--- src/dsbpc_pkg.sv ---
// shared constants and types for the deep standby power controller
package dsbpc_pkg;
  localparam logic [7:0] STANDBY_CTRL_OFS = 8'h00;
  localparam logic [7:0] RTC_MODE_CTRL_OFS = 8'h04;
  localparam logic [7:0] CLK_STATUS_OFS = 8'h08;
  localparam logic [7:0] WAKE_CAUSE_OFS = 8'h0C;
  localparam logic [7:0] SEQ_STATUS_OFS = 8'h10;
  localparam logic [7:0] SRAM_RETAIN_OFS = 8'h14;
  localparam int KEY_LSB = 16;
  localparam int PIN_LEVEL_BIT = 4;
  localparam int DS_SEL_BIT = 2;
  localparam int STYPE_LSB = 0;
  localparam logic [15:0] STANDBY_KEY = 16'h1ACC;
  localparam logic [1:0] STYPE_STOP = 2'h2;
  localparam logic [1:0] STYPE_RST = 2'h0;
  localparam int WAKE_W = 6;
  localparam int PORT0_KEEP_BITS = 5;
  localparam int CLK_MHZ = 20;
  localparam int REG_WAIT_US = 300;
  localparam int OSC_WAIT_US = 50;
  localparam int REG_WAIT_CYC = REG_WAIT_US * CLK_MHZ;
  localparam int OSC_WAIT_CYC = OSC_WAIT_US * CLK_MHZ;
  localparam int TMR_W = 16;
  typedef enum logic [2:0] {
    DSB_RUN, DSB_RTC, DSB_STOP, DSB_REG_WAIT, DSB_OSC_WAIT
  } dsbpc_state_t;
  typedef struct packed {
    logic hcr_en;
    logic main_en;
    logic pll_en;
    logic lcr_en;
    logic sub_en;
    logic usbpll_en;
    logic cpu_en;
    logic ahb_en;
    logic [2:0] apb_en;
  } dsbpc_clk_t;
  typedef struct packed {
    logic cpu;
    logic flash;
    logic sram;
    logic periph;
    logic debug;
  } dsbpc_pwr_t;
  typedef struct packed {
    logic core;
    logic cpu_interrupt_controller;
    logic periph;
    logic gpio_pfr;
  } dsbpc_rst_t;
  typedef struct packed {
    logic ext_rst;
    logic lv_rst;
    logic lv_irq;
    logic rtc_irq;
    logic rcv_irq;
    logic wake_pin;
  } dsbpc_wake_t;
endpackage

--- src/dsbpc_ctrl.sv ---
// deep standby power controller with AHB-Lite register slave
//
// Decided for this implementation: the AHB-Lite interface to the registers and the address map.
`timescale 1ns/10ps
module dsbpc_ctrl
  import dsbpc_pkg::*;
#(
  parameter int REG_CYC = REG_WAIT_CYC,
  parameter int OSC_CYC = OSC_WAIT_CYC,
  parameter bit RETAIN_SUPPORTED = 1'b1
) (
  input wire logic clk,
  input wire logic reset,
  input wire logic hsel,
  input wire logic [31:0] haddr,
  input wire logic [1:0] htrans,
  input wire logic hwrite,
  input wire logic [2:0] hsize,
  input wire logic [31:0] hwdata,
  input wire logic hready,
  output logic hreadyout,
  output logic hresp,
  output logic [31:0] hrdata,
  input wire logic sub_osc_ready_flag,
  input wire logic cpu_deep_sleep_bit,
  input wire logic cpu_sleep_req,
  input wire logic external_reset_pin_n,
  input wire logic wake_up_pin,
  input wire logic lv_reset,
  input wire logic lv_irq,
  input wire logic rtc_irq,
  input wire logic rcv_irq,
  input wire logic [3:0] other_reset_req,
  output logic sys_reset,
  output dsbpc_clk_t clk_en,
  output dsbpc_pwr_t pwr_on,
  output dsbpc_rst_t dstb_rst,
  output logic [PORT0_KEEP_BITS-1:0] port0_pfr_keep,
  output logic hcr_run_force,
  output logic pins_hiz,
  output logic pins_gpio
);
  dsbpc_state_t state_r;
  dsbpc_state_t state_nxt;
  logic [2:0] sync1_r;
  logic [2:0] sync2_r;
  logic [2:0] pin_raw;
  logic osc_rdy_s;
  logic ext_rst_s;
  logic wake_pin_s;
  logic rtc_mode_enable_r;
  logic deep_standby_select_r;
  logic [1:0] standby_type_field_r;
  logic standby_pin_level_r;
  logic sram_retain_r;
  logic [WAKE_W-1:0] wake_cause_r;
  logic [WAKE_W-1:0] wake_now;
  logic [WAKE_W-1:0] wake_clr;
  logic [WAKE_W-1:0] wake_allow;
  dsbpc_wake_t wake_in;
  logic in_standby;
  logic wake_hit;
  logic enter_req;
  logic tmr_load;
  logic [TMR_W-1:0] tmr_val;
  logic tmr_expired;
  logic dp_wr_r;
  logic [7:0] dp_addr_r;
  logic ap_valid;
  logic wr_en;
  logic [31:0] rd_nxt;
  logic [31:0] hrdata_r;

  function automatic logic [31:0] word_of(input logic [WAKE_W-1:0] v);
    word_of = {{(32 - WAKE_W){1'b0}}, v};
  endfunction

  // pins from outside the clock domain: two flops before any use
  assign pin_raw = {sub_osc_ready_flag, ~external_reset_pin_n, wake_up_pin};

  genvar g;
  generate
    for (g = 0; g < 3; g++) begin : g_sync
      always_ff @(posedge clk or posedge reset) begin
        if (reset) begin
          sync1_r[g] <= 1'b0;
          sync2_r[g] <= 1'b0;
        end else begin
          sync1_r[g] <= pin_raw[g];
          sync2_r[g] <= sync1_r[g];
        end
      end
    end
  endgenerate

  assign osc_rdy_s = sync2_r[2];
  assign ext_rst_s = sync2_r[1];
  assign wake_pin_s = sync2_r[0];

  // AHB-Lite slave, zero wait states, always OKAY
  assign hreadyout = 1'b1;
  assign hresp = 1'b0;
  assign hrdata = hrdata_r;
  assign ap_valid = hsel && htrans[1] && hready;
  assign wr_en = dp_wr_r;

  always_ff @(posedge clk or posedge reset) begin
    if (reset) begin
      dp_wr_r <= 1'b0;
      dp_addr_r <= 8'h00;
    end else if (hready) begin
      dp_wr_r <= ap_valid && hwrite && hsize == 3'h2;
      dp_addr_r <= haddr[7:0];
    end
  end

  // read data is registered at the address phase so it stands in data phase
  always_comb begin
    rd_nxt = 32'h0000_0000;
    case (haddr[7:0])
      STANDBY_CTRL_OFS: begin
        rd_nxt[PIN_LEVEL_BIT] = standby_pin_level_r;
        rd_nxt[DS_SEL_BIT] = deep_standby_select_r;
        rd_nxt[STYPE_LSB +: 2] = standby_type_field_r;
      end
      RTC_MODE_CTRL_OFS: rd_nxt[0] = rtc_mode_enable_r;
      CLK_STATUS_OFS: rd_nxt[0] = osc_rdy_s;
      WAKE_CAUSE_OFS: rd_nxt = word_of(wake_cause_r);
      SEQ_STATUS_OFS: rd_nxt[2:0] = state_r;
      SRAM_RETAIN_OFS: rd_nxt[0] = sram_retain_r;
      default: rd_nxt = 32'h0000_0000;
    endcase
  end

  always_ff @(posedge clk or posedge reset) begin
    if (reset) begin
      hrdata_r <= 32'h0000_0000;
    end else if (ap_valid && !hwrite) begin
      hrdata_r <= rd_nxt;
    end
  end

  // key reads back as zero because it is never stored
  always_ff @(posedge clk or posedge reset) begin
    if (reset) begin
      standby_pin_level_r <= 1'b0;
      deep_standby_select_r <= 1'b0;
      standby_type_field_r <= STYPE_RST;
    end else if (wr_en && dp_addr_r == STANDBY_CTRL_OFS &&
                 hwdata[KEY_LSB +: 16] == STANDBY_KEY) begin
      standby_pin_level_r <= hwdata[PIN_LEVEL_BIT];
      deep_standby_select_r <= hwdata[DS_SEL_BIT];
      standby_type_field_r <= hwdata[STYPE_LSB +: 2];
    end
  end

  always_ff @(posedge clk or posedge reset) begin
    if (reset) begin
      rtc_mode_enable_r <= 1'b0;
    end else if (wr_en && dp_addr_r == RTC_MODE_CTRL_OFS) begin
      if (!hwdata[0] || osc_rdy_s) begin
        rtc_mode_enable_r <= hwdata[0];
      end
    end
  end

  always_ff @(posedge clk or posedge reset) begin
    if (reset) begin
      sram_retain_r <= 1'b0;
    end else if (wr_en && dp_addr_r == SRAM_RETAIN_OFS) begin
      sram_retain_r <= hwdata[0] & RETAIN_SUPPORTED;
    end
  end

  // wake causes; rtc-only causes are masked in stop mode
  assign wake_in = '{ext_rst: ext_rst_s, lv_rst: lv_reset,
                     lv_irq: lv_irq, rtc_irq: rtc_irq,
                     rcv_irq: rcv_irq, wake_pin: wake_pin_s};
  assign wake_allow = (state_r == DSB_STOP) ? 6'h39 : 6'h3F;
  assign in_standby = state_r == DSB_RTC || state_r == DSB_STOP;
  assign wake_now = in_standby ? (wake_in & wake_allow) : '0;
  // debugger and watchdog events are not wake inputs at all
  assign wake_hit = |wake_now;
  assign wake_clr = (wr_en && dp_addr_r == WAKE_CAUSE_OFS) ?
                    hwdata[WAKE_W-1:0] : '0;

  // write one clears; a new cause in the same cycle wins
  always_ff @(posedge clk or posedge reset) begin
    if (reset) begin
      wake_cause_r <= '0;
    end else begin
      wake_cause_r <= (wake_cause_r & ~wake_clr) | wake_now;
    end
  end

  // watchdog-type resets only pass while running
  always_ff @(posedge clk or posedge reset) begin
    if (reset) begin
      sys_reset <= 1'b0;
    end else begin
      sys_reset <= state_r == DSB_RUN && |other_reset_req;
    end
  end

  // entry needs deep standby select, stop type and a deep sleep request
  assign enter_req = cpu_sleep_req && cpu_deep_sleep_bit &&
                     deep_standby_select_r &&
                     standby_type_field_r == STYPE_STOP;

  always_comb begin
    state_nxt = state_r;
    tmr_load = 1'b0;
    tmr_val = TMR_W'(REG_CYC);
    case (state_r)
      DSB_RUN: begin
        if (enter_req) begin
          state_nxt = rtc_mode_enable_r ? DSB_RTC : DSB_STOP;
        end
      end
      DSB_RTC, DSB_STOP: begin
        if (wake_hit) begin
          state_nxt = DSB_REG_WAIT;
          tmr_load = 1'b1;
        end
      end
      DSB_REG_WAIT: begin
        if (tmr_expired) begin
          state_nxt = DSB_OSC_WAIT;
          tmr_load = 1'b1;
          tmr_val = TMR_W'(OSC_CYC);
        end
      end
      DSB_OSC_WAIT: begin
        if (tmr_expired) begin
          state_nxt = DSB_RUN;
        end
      end
      default: state_nxt = DSB_RUN;
    endcase
  end

  always_ff @(posedge clk or posedge reset) begin
    if (reset) begin
      state_r <= DSB_RUN;
    end else begin
      state_r <= state_nxt;
    end
  end

  // one timer serves both waits; they never overlap
  dsbpc_wait_timer #(.W(TMR_W)) u_timer (
    .clk(clk),
    .reset(reset),
    .load(tmr_load),
    .load_val(tmr_val),
    .expired(tmr_expired)
  );

  // gate and power outputs are registered to avoid glitches
  always_ff @(posedge clk or posedge reset) begin
    if (reset) begin
      clk_en <= '1;
    end else begin
      clk_en.hcr_en <= state_nxt == DSB_RUN ||
                       state_nxt == DSB_OSC_WAIT;
      clk_en.lcr_en <= state_nxt == DSB_RUN ||
                       state_nxt == DSB_OSC_WAIT;
      clk_en.main_en <= state_nxt == DSB_RUN;
      clk_en.pll_en <= state_nxt == DSB_RUN;
      clk_en.usbpll_en <= state_nxt == DSB_RUN;
      clk_en.sub_en <= state_nxt != DSB_STOP;
      clk_en.cpu_en <= state_nxt == DSB_RUN;
      clk_en.ahb_en <= state_nxt == DSB_RUN;
      clk_en.apb_en <= {3{state_nxt == DSB_RUN}};
    end
  end

  // flash keeps its contents unpowered; always-on blocks have no switch
  always_ff @(posedge clk or posedge reset) begin
    if (reset) begin
      pwr_on <= '1;
    end else begin
      pwr_on.cpu <= !(state_nxt inside {DSB_RTC, DSB_STOP});
      pwr_on.flash <= !(state_nxt inside {DSB_RTC, DSB_STOP});
      pwr_on.periph <= !(state_nxt inside {DSB_RTC, DSB_STOP});
      pwr_on.debug <= !(state_nxt inside {DSB_RTC, DSB_STOP});
      pwr_on.sram <= !(state_nxt inside {DSB_RTC, DSB_STOP}) ||
                     sram_retain_r;
    end
  end

  // transition reset held from entry until both waits expire;
  // this block's own registers see only the power-on reset
  always_ff @(posedge clk or posedge reset) begin
    if (reset) begin
      dstb_rst <= '0;
      hcr_run_force <= 1'b0;
    end else begin
      dstb_rst <= {4{state_nxt != DSB_RUN}};
      hcr_run_force <= state_nxt != DSB_RUN;
    end
  end

  // gpio honours this mask when clearing its function registers
  always_ff @(posedge clk or posedge reset) begin
    if (reset) begin
      port0_pfr_keep <= '0;
    end else begin
      port0_pfr_keep <= '1;
    end
  end

  always_ff @(posedge clk or posedge reset) begin
    if (reset) begin
      pins_hiz <= 1'b0;
      pins_gpio <= 1'b0;
    end else begin
      pins_hiz <= in_standby && standby_pin_level_r;
      pins_gpio <= in_standby && !standby_pin_level_r;
    end
  end
endmodule

--- src/dsbpc_wait_timer.sv ---
// down counter for the stabilization waits
`timescale 1ns/10ps
module dsbpc_wait_timer
  import dsbpc_pkg::*;
#(
  parameter int W = TMR_W
) (
  input wire logic clk,
  input wire logic reset,
  input wire logic load,
  input wire logic [W-1:0] load_val,
  output logic expired
);
  logic [W-1:0] cnt_r;
  logic running_r;

  always_ff @(posedge clk or posedge reset) begin
    if (reset) begin
      cnt_r <= '0;
    end else if (load) begin
      cnt_r <= load_val;
    end else if (running_r && cnt_r != '0) begin
      cnt_r <= cnt_r - 1'b1;
    end
  end

  always_ff @(posedge clk or posedge reset) begin
    if (reset) begin
      running_r <= 1'b0;
    end else if (load) begin
      running_r <= 1'b1;
    end
  end

  assign expired = running_r && cnt_r == '0;
endmodule

--- config.mk ---
export PLATFORM = sky130hd
export DESIGN_NAME = dsbpc_ctrl
export DESIGN_NICKNAME = d
export VERILOG_FILES = /design/src/dsbpc_pkg.sv /design/src/dsbpc_ctrl.sv /design/src/dsbpc_wait_timer.sv
export SDC_FILE = /design/constraint.sdc
export NUM_CORES = 1
export LEC_CHECK = 0
export ABC_AREA = 1
export BUFFER_PORTS_ARGS = -buffer_cell sky130_fd_sc_hd__buf_2
export CORE_MARGIN = 4
export CORE_UTILIZATION = 29
export DETAILED_ROUTE_END_ITERATION = 7
export SYNTH_ARGS = -nofsm -noshare
export SYNTH_HDL_FRONTEND = slang
export SYNTH_SLANG_ARGS = --single-unit
--- constraint.sdc ---
create_clock -name clk -period 4.75 [get_ports clk]
set_input_delay 0.95 -clock clk [delete_from_list [all_inputs] [get_ports clk]]
set_output_delay 0.95 -clock clk [all_outputs]
set_load 0.03 [all_outputs]
; ---- Word level (Yosys, flattened, before mapping)
; Index checks and enable logic that the tools add are counted.
[totals]
regBits = 90
inputBits = 87
output_inout_bits = 63
elab_cells = 114
[classes]
add_sub_neg = 1
eq_ne = 19
muxes = 21
n_bitwise = 5
reduce_logical = 39
[ops]
columns = cell, count
row1 = 16-bit two-way mux, 2
row2 = 13-bit two-way mux, 2
row3 = 8-bit by 4-bit equality test with 1-bit output (second input constant), 3
row4 = 8-bit by 5-bit equality test with 1-bit output (second input constant), 3
row5 = 1-bit logical AND, 18
row6 = 16-bit by 13-bit equality test with 1-bit output (second input constant), 1
row7 = 8-bit by 3-bit equality test with 1-bit output (second input constant), 2
row8 = 16-bit zero test, 1
row9 = 8-bit zero test, 2
row10 = 16-bit nonzero test, 1
row11 = 16-bit by 1-bit subtractor with 16-bit output (second input constant), 1
row12 = 3-bit two-way mux, 5
row13 = 6-bit bitwise AND, 2
row14 = 3-bit by 2-bit equality test with 1-bit output (second input constant), 4
row15 = 6-bit two-way mux, 2
row16 = 3-bit case mux with 4 select lines, 1
row17 = 3-bit by 1-bit equality test with 1-bit output (second input constant), 2
row18 = 3-bit equality test (second input constant), 2
row19 = 3-bit zero test, 2
row20 = 6-bit NOT, 1
row21 = 6-bit OR, 1
row22 = 1-bit case mux with 6 select lines, 1
row23 = 2-bit case mux with 3 select lines, 1
row24 = 6-bit OR reduction, 1
row25 = other kinds (13), 24

; ---- Longest topological paths before layout
[depth]
word_depth = 11
ltp_mapped = 12
mapped_depth_nobuf = 11

; ---- Cells and area by module
; From an unflattened synthesis, not the netlist that was laid out.
[hier_totals]
hier_cells = 499
hier_area_um2 = 3782.4
[by_module_without_submodules]
columns = module, instances, cells_per_inst, area_each_um2, seq_area_each_um2
row1 = dsbpc_ctrl, 1, 299, 2474.9, 1157.4
row2 = dsbpc_wait_timer, 1, 200, 1307.5, 425.4

; ---- Worst setup path before layout
; OpenSTA, ideal clock, no wires.
[synth_timing]
path_kind = input port to flip-flop
from = in hwdata[17]
to = reg deep_standby_select_r
setup_time_ps = 117
arrival_time_ps = 1880
required_ps = 4633
slack_ps = 2753
path_stages = 6
n_path_buf = 0
path_cell_list = nor2_1 > nand3_1 > nor4_1 > nand2_1 > nand2_1 > nand2_1
[synth_between]
elab_chain_len = 2
[synth_rtl]
columns = element, line_no
row1 = start: declaration, dsbpc_ctrl.sv:19  ; input wire logic [31:0] hwdata,
row2 = 16-bit by 13-bit equality test with 1-bit output, dsbpc_ctrl.sv:150  ; hwdata[KEY_LSB +: 16] == STANDBY_KEY) begin
row3 = 1-bit logical AND, dsbpc_ctrl.sv:149  ; end else if (wr_en && dp_addr_r == STANDBY_CTRL_OFS &&
row4 = end signal: assignment, dsbpc_ctrl.sv:152  ; deep_standby_select_r <= hwdata[DS_SEL_BIT];
row5 = end: declaration, dsbpc_ctrl.sv:52  ; logic deep_standby_select_r;
; No other way between the ends.
; A chain may end at the register's enable or synchronous reset.

; ---- Final worst setup path
[layout_timing]
from = in hready
to = reg hrdata_r[0] (netlist: hrdata[0])
[layout_between]
elab_chain_len = 2
[layout_rtl]
columns = element, line_no
row1 = start: declaration, dsbpc_ctrl.sv:20  ; input wire logic hready,
row2 = 1-bit logical AND, dsbpc_ctrl.sv:104  ; assign ap_valid = hsel && htrans[1] && hready;
row3 = 1-bit logical AND, dsbpc_ctrl.sv:138  ; end else if (ap_valid && !hwrite) begin
row4 = end signal: assignment, dsbpc_ctrl.sv:139  ; hrdata_r <= rd_nxt;
row5 = end: declaration, dsbpc_ctrl.sv:72  ; logic [31:0] hrdata_r;
; No other way between the ends.

==> impl_metrics.json <==
{
  "vdd_ir_drop_max_uv": 149,
  "place_area_um2": 3840,
  "final_common_cell": "nand2_1",
  "antenna_left": 0,
  "clockBufferDepth": 2,
  "synth_compound_area_share_pct": 5.61,
  "core_um2": 11600,
  "grt_pass1_vias": 2897,
  "synth.mux.area_fraction_pct": 0,
  "yosys.area_share.simple_pct": 29.9,
  "start_kind": "primary input",
  "status": "finished clean",
  "hold_path.class": "reg2reg",
  "grt_overflow": 0,
  "hpwl_um": 6130,
  "setup_violations": 0,
  "place_congestion": 0.840,
  "synth_area_leaders": "dfrtp_1 41%, nand2_1 11%, buf_4 10%, nand3_1 6.1%, inv_1 5.8%",
  "slew_headroom_pct": 47.2,
  "period_share_pct": 44.2,
  "grt_start_max_net_pins": 34,
  "ctsHtreeMaxLevel": 3,
  "synth_fa_ha_area_share_pct": 0.715,
  "worstSkewPairLatency_ns": 0.33,
  "nNetsFinal": 611,
  "end_kind": "flip-flop",
  "start_util_pct": 30.1,
  "num_rows": 39,
  "yosysTopAreaCellShare_pct": 41.5,
  "synthXorXnorAreaFrac_pct": 1.50,
  "cts.sinks": 63,
  "grt_setup_unrepaired": "no",
  "cts_tree": "built",
  "powerDensity_nw_per_um2": 321,
  "rr_worst_depth": 10,
  "crit_required_ns": 4.96,
  "numCtsBuffers": 9,
  "final_max_slew_viol_count": 0,
  "maxCapViolCount": 0,
  "finClkSkew_ns": 0.00627,
  "stdcell_area_um2": 4150,
  "die_w_um": 118,
  "path_clk_slew_ns": 0.05,
  "viasPerCell": 4.36,
  "drtIter0Drc": 110,
  "postSynthCellCount": 448,
  "postCtsResizedCells": 0,
  "p_leak_nw": 2.15,
  "fp.dieH_um": 118,
  "arrival_ns": 2.31,
  "fin_crit_ns": 2.10,
  "dr_total_vias": 2920,
  "synth_warnings": 0,
  "worst_pin_slew_ns": 0.784,
  "final_cell_mix": "106 x nand2_1, 86 x buf_2, 58 x dfrtp_1",
  "avgSynthCellArea_um2": 7.81,
  "io_pins": 150,
  "antenna_found_initial": 0,
  "yosysTopAreaCell": "dfrtp_1",
  "fmax_mhz": 477,
  "cts_hold_buf": 0,
  "routedWlPerCell_um": 11.7,
  "hold_viol_final": 0,
  "dr.pass1.iters": 4,
  "crit_fanout": 18,
  "synth.distinct_cells": 33,
  "syn_to_final_growth_pct": 18.6,
  "grt_pass1_wl_um": 13400,
  "yosysSeqAreaShare_pct": 45.2,
  "whs_path_depth": 0,
  "layout-drive-gt1-share_pct": 24.5,
  "diodes": 0,
  "wirelength_um": 7830,
  "drc": 0,
  "path_class": "in2reg",
  "io_buffers": 86,
  "dieArea_um2": 13900,
  "root_buffer": "clkbuf_16",
  "netlist_area_um2": 3500,
  "fillers": 1184,
  "cts_setup_buffers": 0,
  "fin_setup_tns_ns": 0,
  "grtUsageTotal_pct": 11.6,
  "synth_top_family_by_area": "simple AND/OR/NAND/NOR gates",
  "ys_ff_latch": 63
}
==> final cells by class <==
class                   instances  area [µm²]  share of cell area, %
clock buffers                  12         256                   6.18
clock inverters                 4        53.8                   1.30
inverters                      56         210                   5.06
multi-input cells             305        1430                   34.5
flip-flops and latches         63        1580                   38.1
well taps                     143         179                   4.31
repair buffers                 87         438                   10.5
==> power breakdown <==
group          switching, mW  internal (mW)
registers            0.00637          0.551
logic                 0.0809         0.0292
clock network          0.230          0.435
total                  0.317           1.02
==> flip-flops by register name, indices dropped and copies added (netlist names), 2 cells and up <==
register	cells
clk_en	3
dp_addr_r	8
hrdata	6
pwr_on	2
standby_type_field_r	2
state_r	3
sync1_r	3
u_timer.cnt_r	16
wake_cause_r	6
==> path summary, 6_finish.rpt <==
| check | start | end | slack [ns] |
|---|---|---|---|
| min in group asynchronous | reset | u_timer.cnt_r[5]$_DFFE_PP0P_ | 0.73 |
| setup reg to reg | u_timer.cnt_r[0]$_DFFE_PP0P_ | u_timer.cnt_r[2]$_DFFE_PP0P_ | 2.83 |
| hold reg to reg | sync1_r[2]$_DFF_PP0_ | osc_rdy_s$_DFF_PP0_ | 0.35 |
| max in group asynchronous | reset | wake_cause_r[3]$_DFF_PP0_ | 3.15 |
| setup / recovery | hready | hrdata[0]$_DFFE_PP0P_ | 2.65 |
| hold / removal | sync1_r[2]$_DFF_PP0_ | osc_rdy_s$_DFF_PP0_ | 0.35 |
==> stage by stage <==
stage	total power, mW	std cells	hold WS [ns]	util (%)	worst slack (ns)
floorplan	0.656	475	0.331	-	2.24
global placement	0.674	654	0.341	33.1	2.34
detailed placement	0.677	654	0.343	33.1	2.32
CTS	1.34	670	0.355	35.7	2.66
global route	1.38	670	0.367	35.7	2.47
finish	1.33	670	0.352	35.7	2.65
==> cell families (layout without fill, tap and decap cells) <==
group,count (synthesis),in the layout
and+or+nand+nor,232,232
buffers and inverters,107,159
DFF,63,63
AOI/OAI and AO/OA,36,36
xor gates and xnor gates,6,6
adders and majority gates,2,2
other,2,29
==> cell usage after synthesis (all sizes together) <==
cell type / instances
buf: 50
a31oi: 2
or2: 3
nand3: 43
nor4: 4
dfstp: 5
conb: 2
nand4: 10
a22oi: 1
a21oi: 8
nand2: 112
o21ai: 22
o22ai: 2
ha: 2
dfrtp: 58
xor2: 4
clkbuf: 1
nor2: 56
xnor2: 2
inv: 56
o21ba: 1
nor3: 1
nand3b: 3
==> worst max-delay path, cell delays in order <==
cell     delay [ns]
buf_2          0.24
nand3_1        0.15
nor2_2         0.32
inv_1          0.22
a21oi_1        0.16
nand3_1        0.09
o21ba_1        0.18
==> layer usage <==
layer | up-vias | GRT usage [%] | wire length (µm)
met5 | - | 0 | 0
met4 | 0 | 4.84 | 127
met3 | 8 | 2.69 | 486
met2 | 84 | 18.3 | 3550
met1 | 1339 | 15.2 | 3670
li1 | 1489 | - | -
No activity file was read; power rests on OpenSTA's default activity.
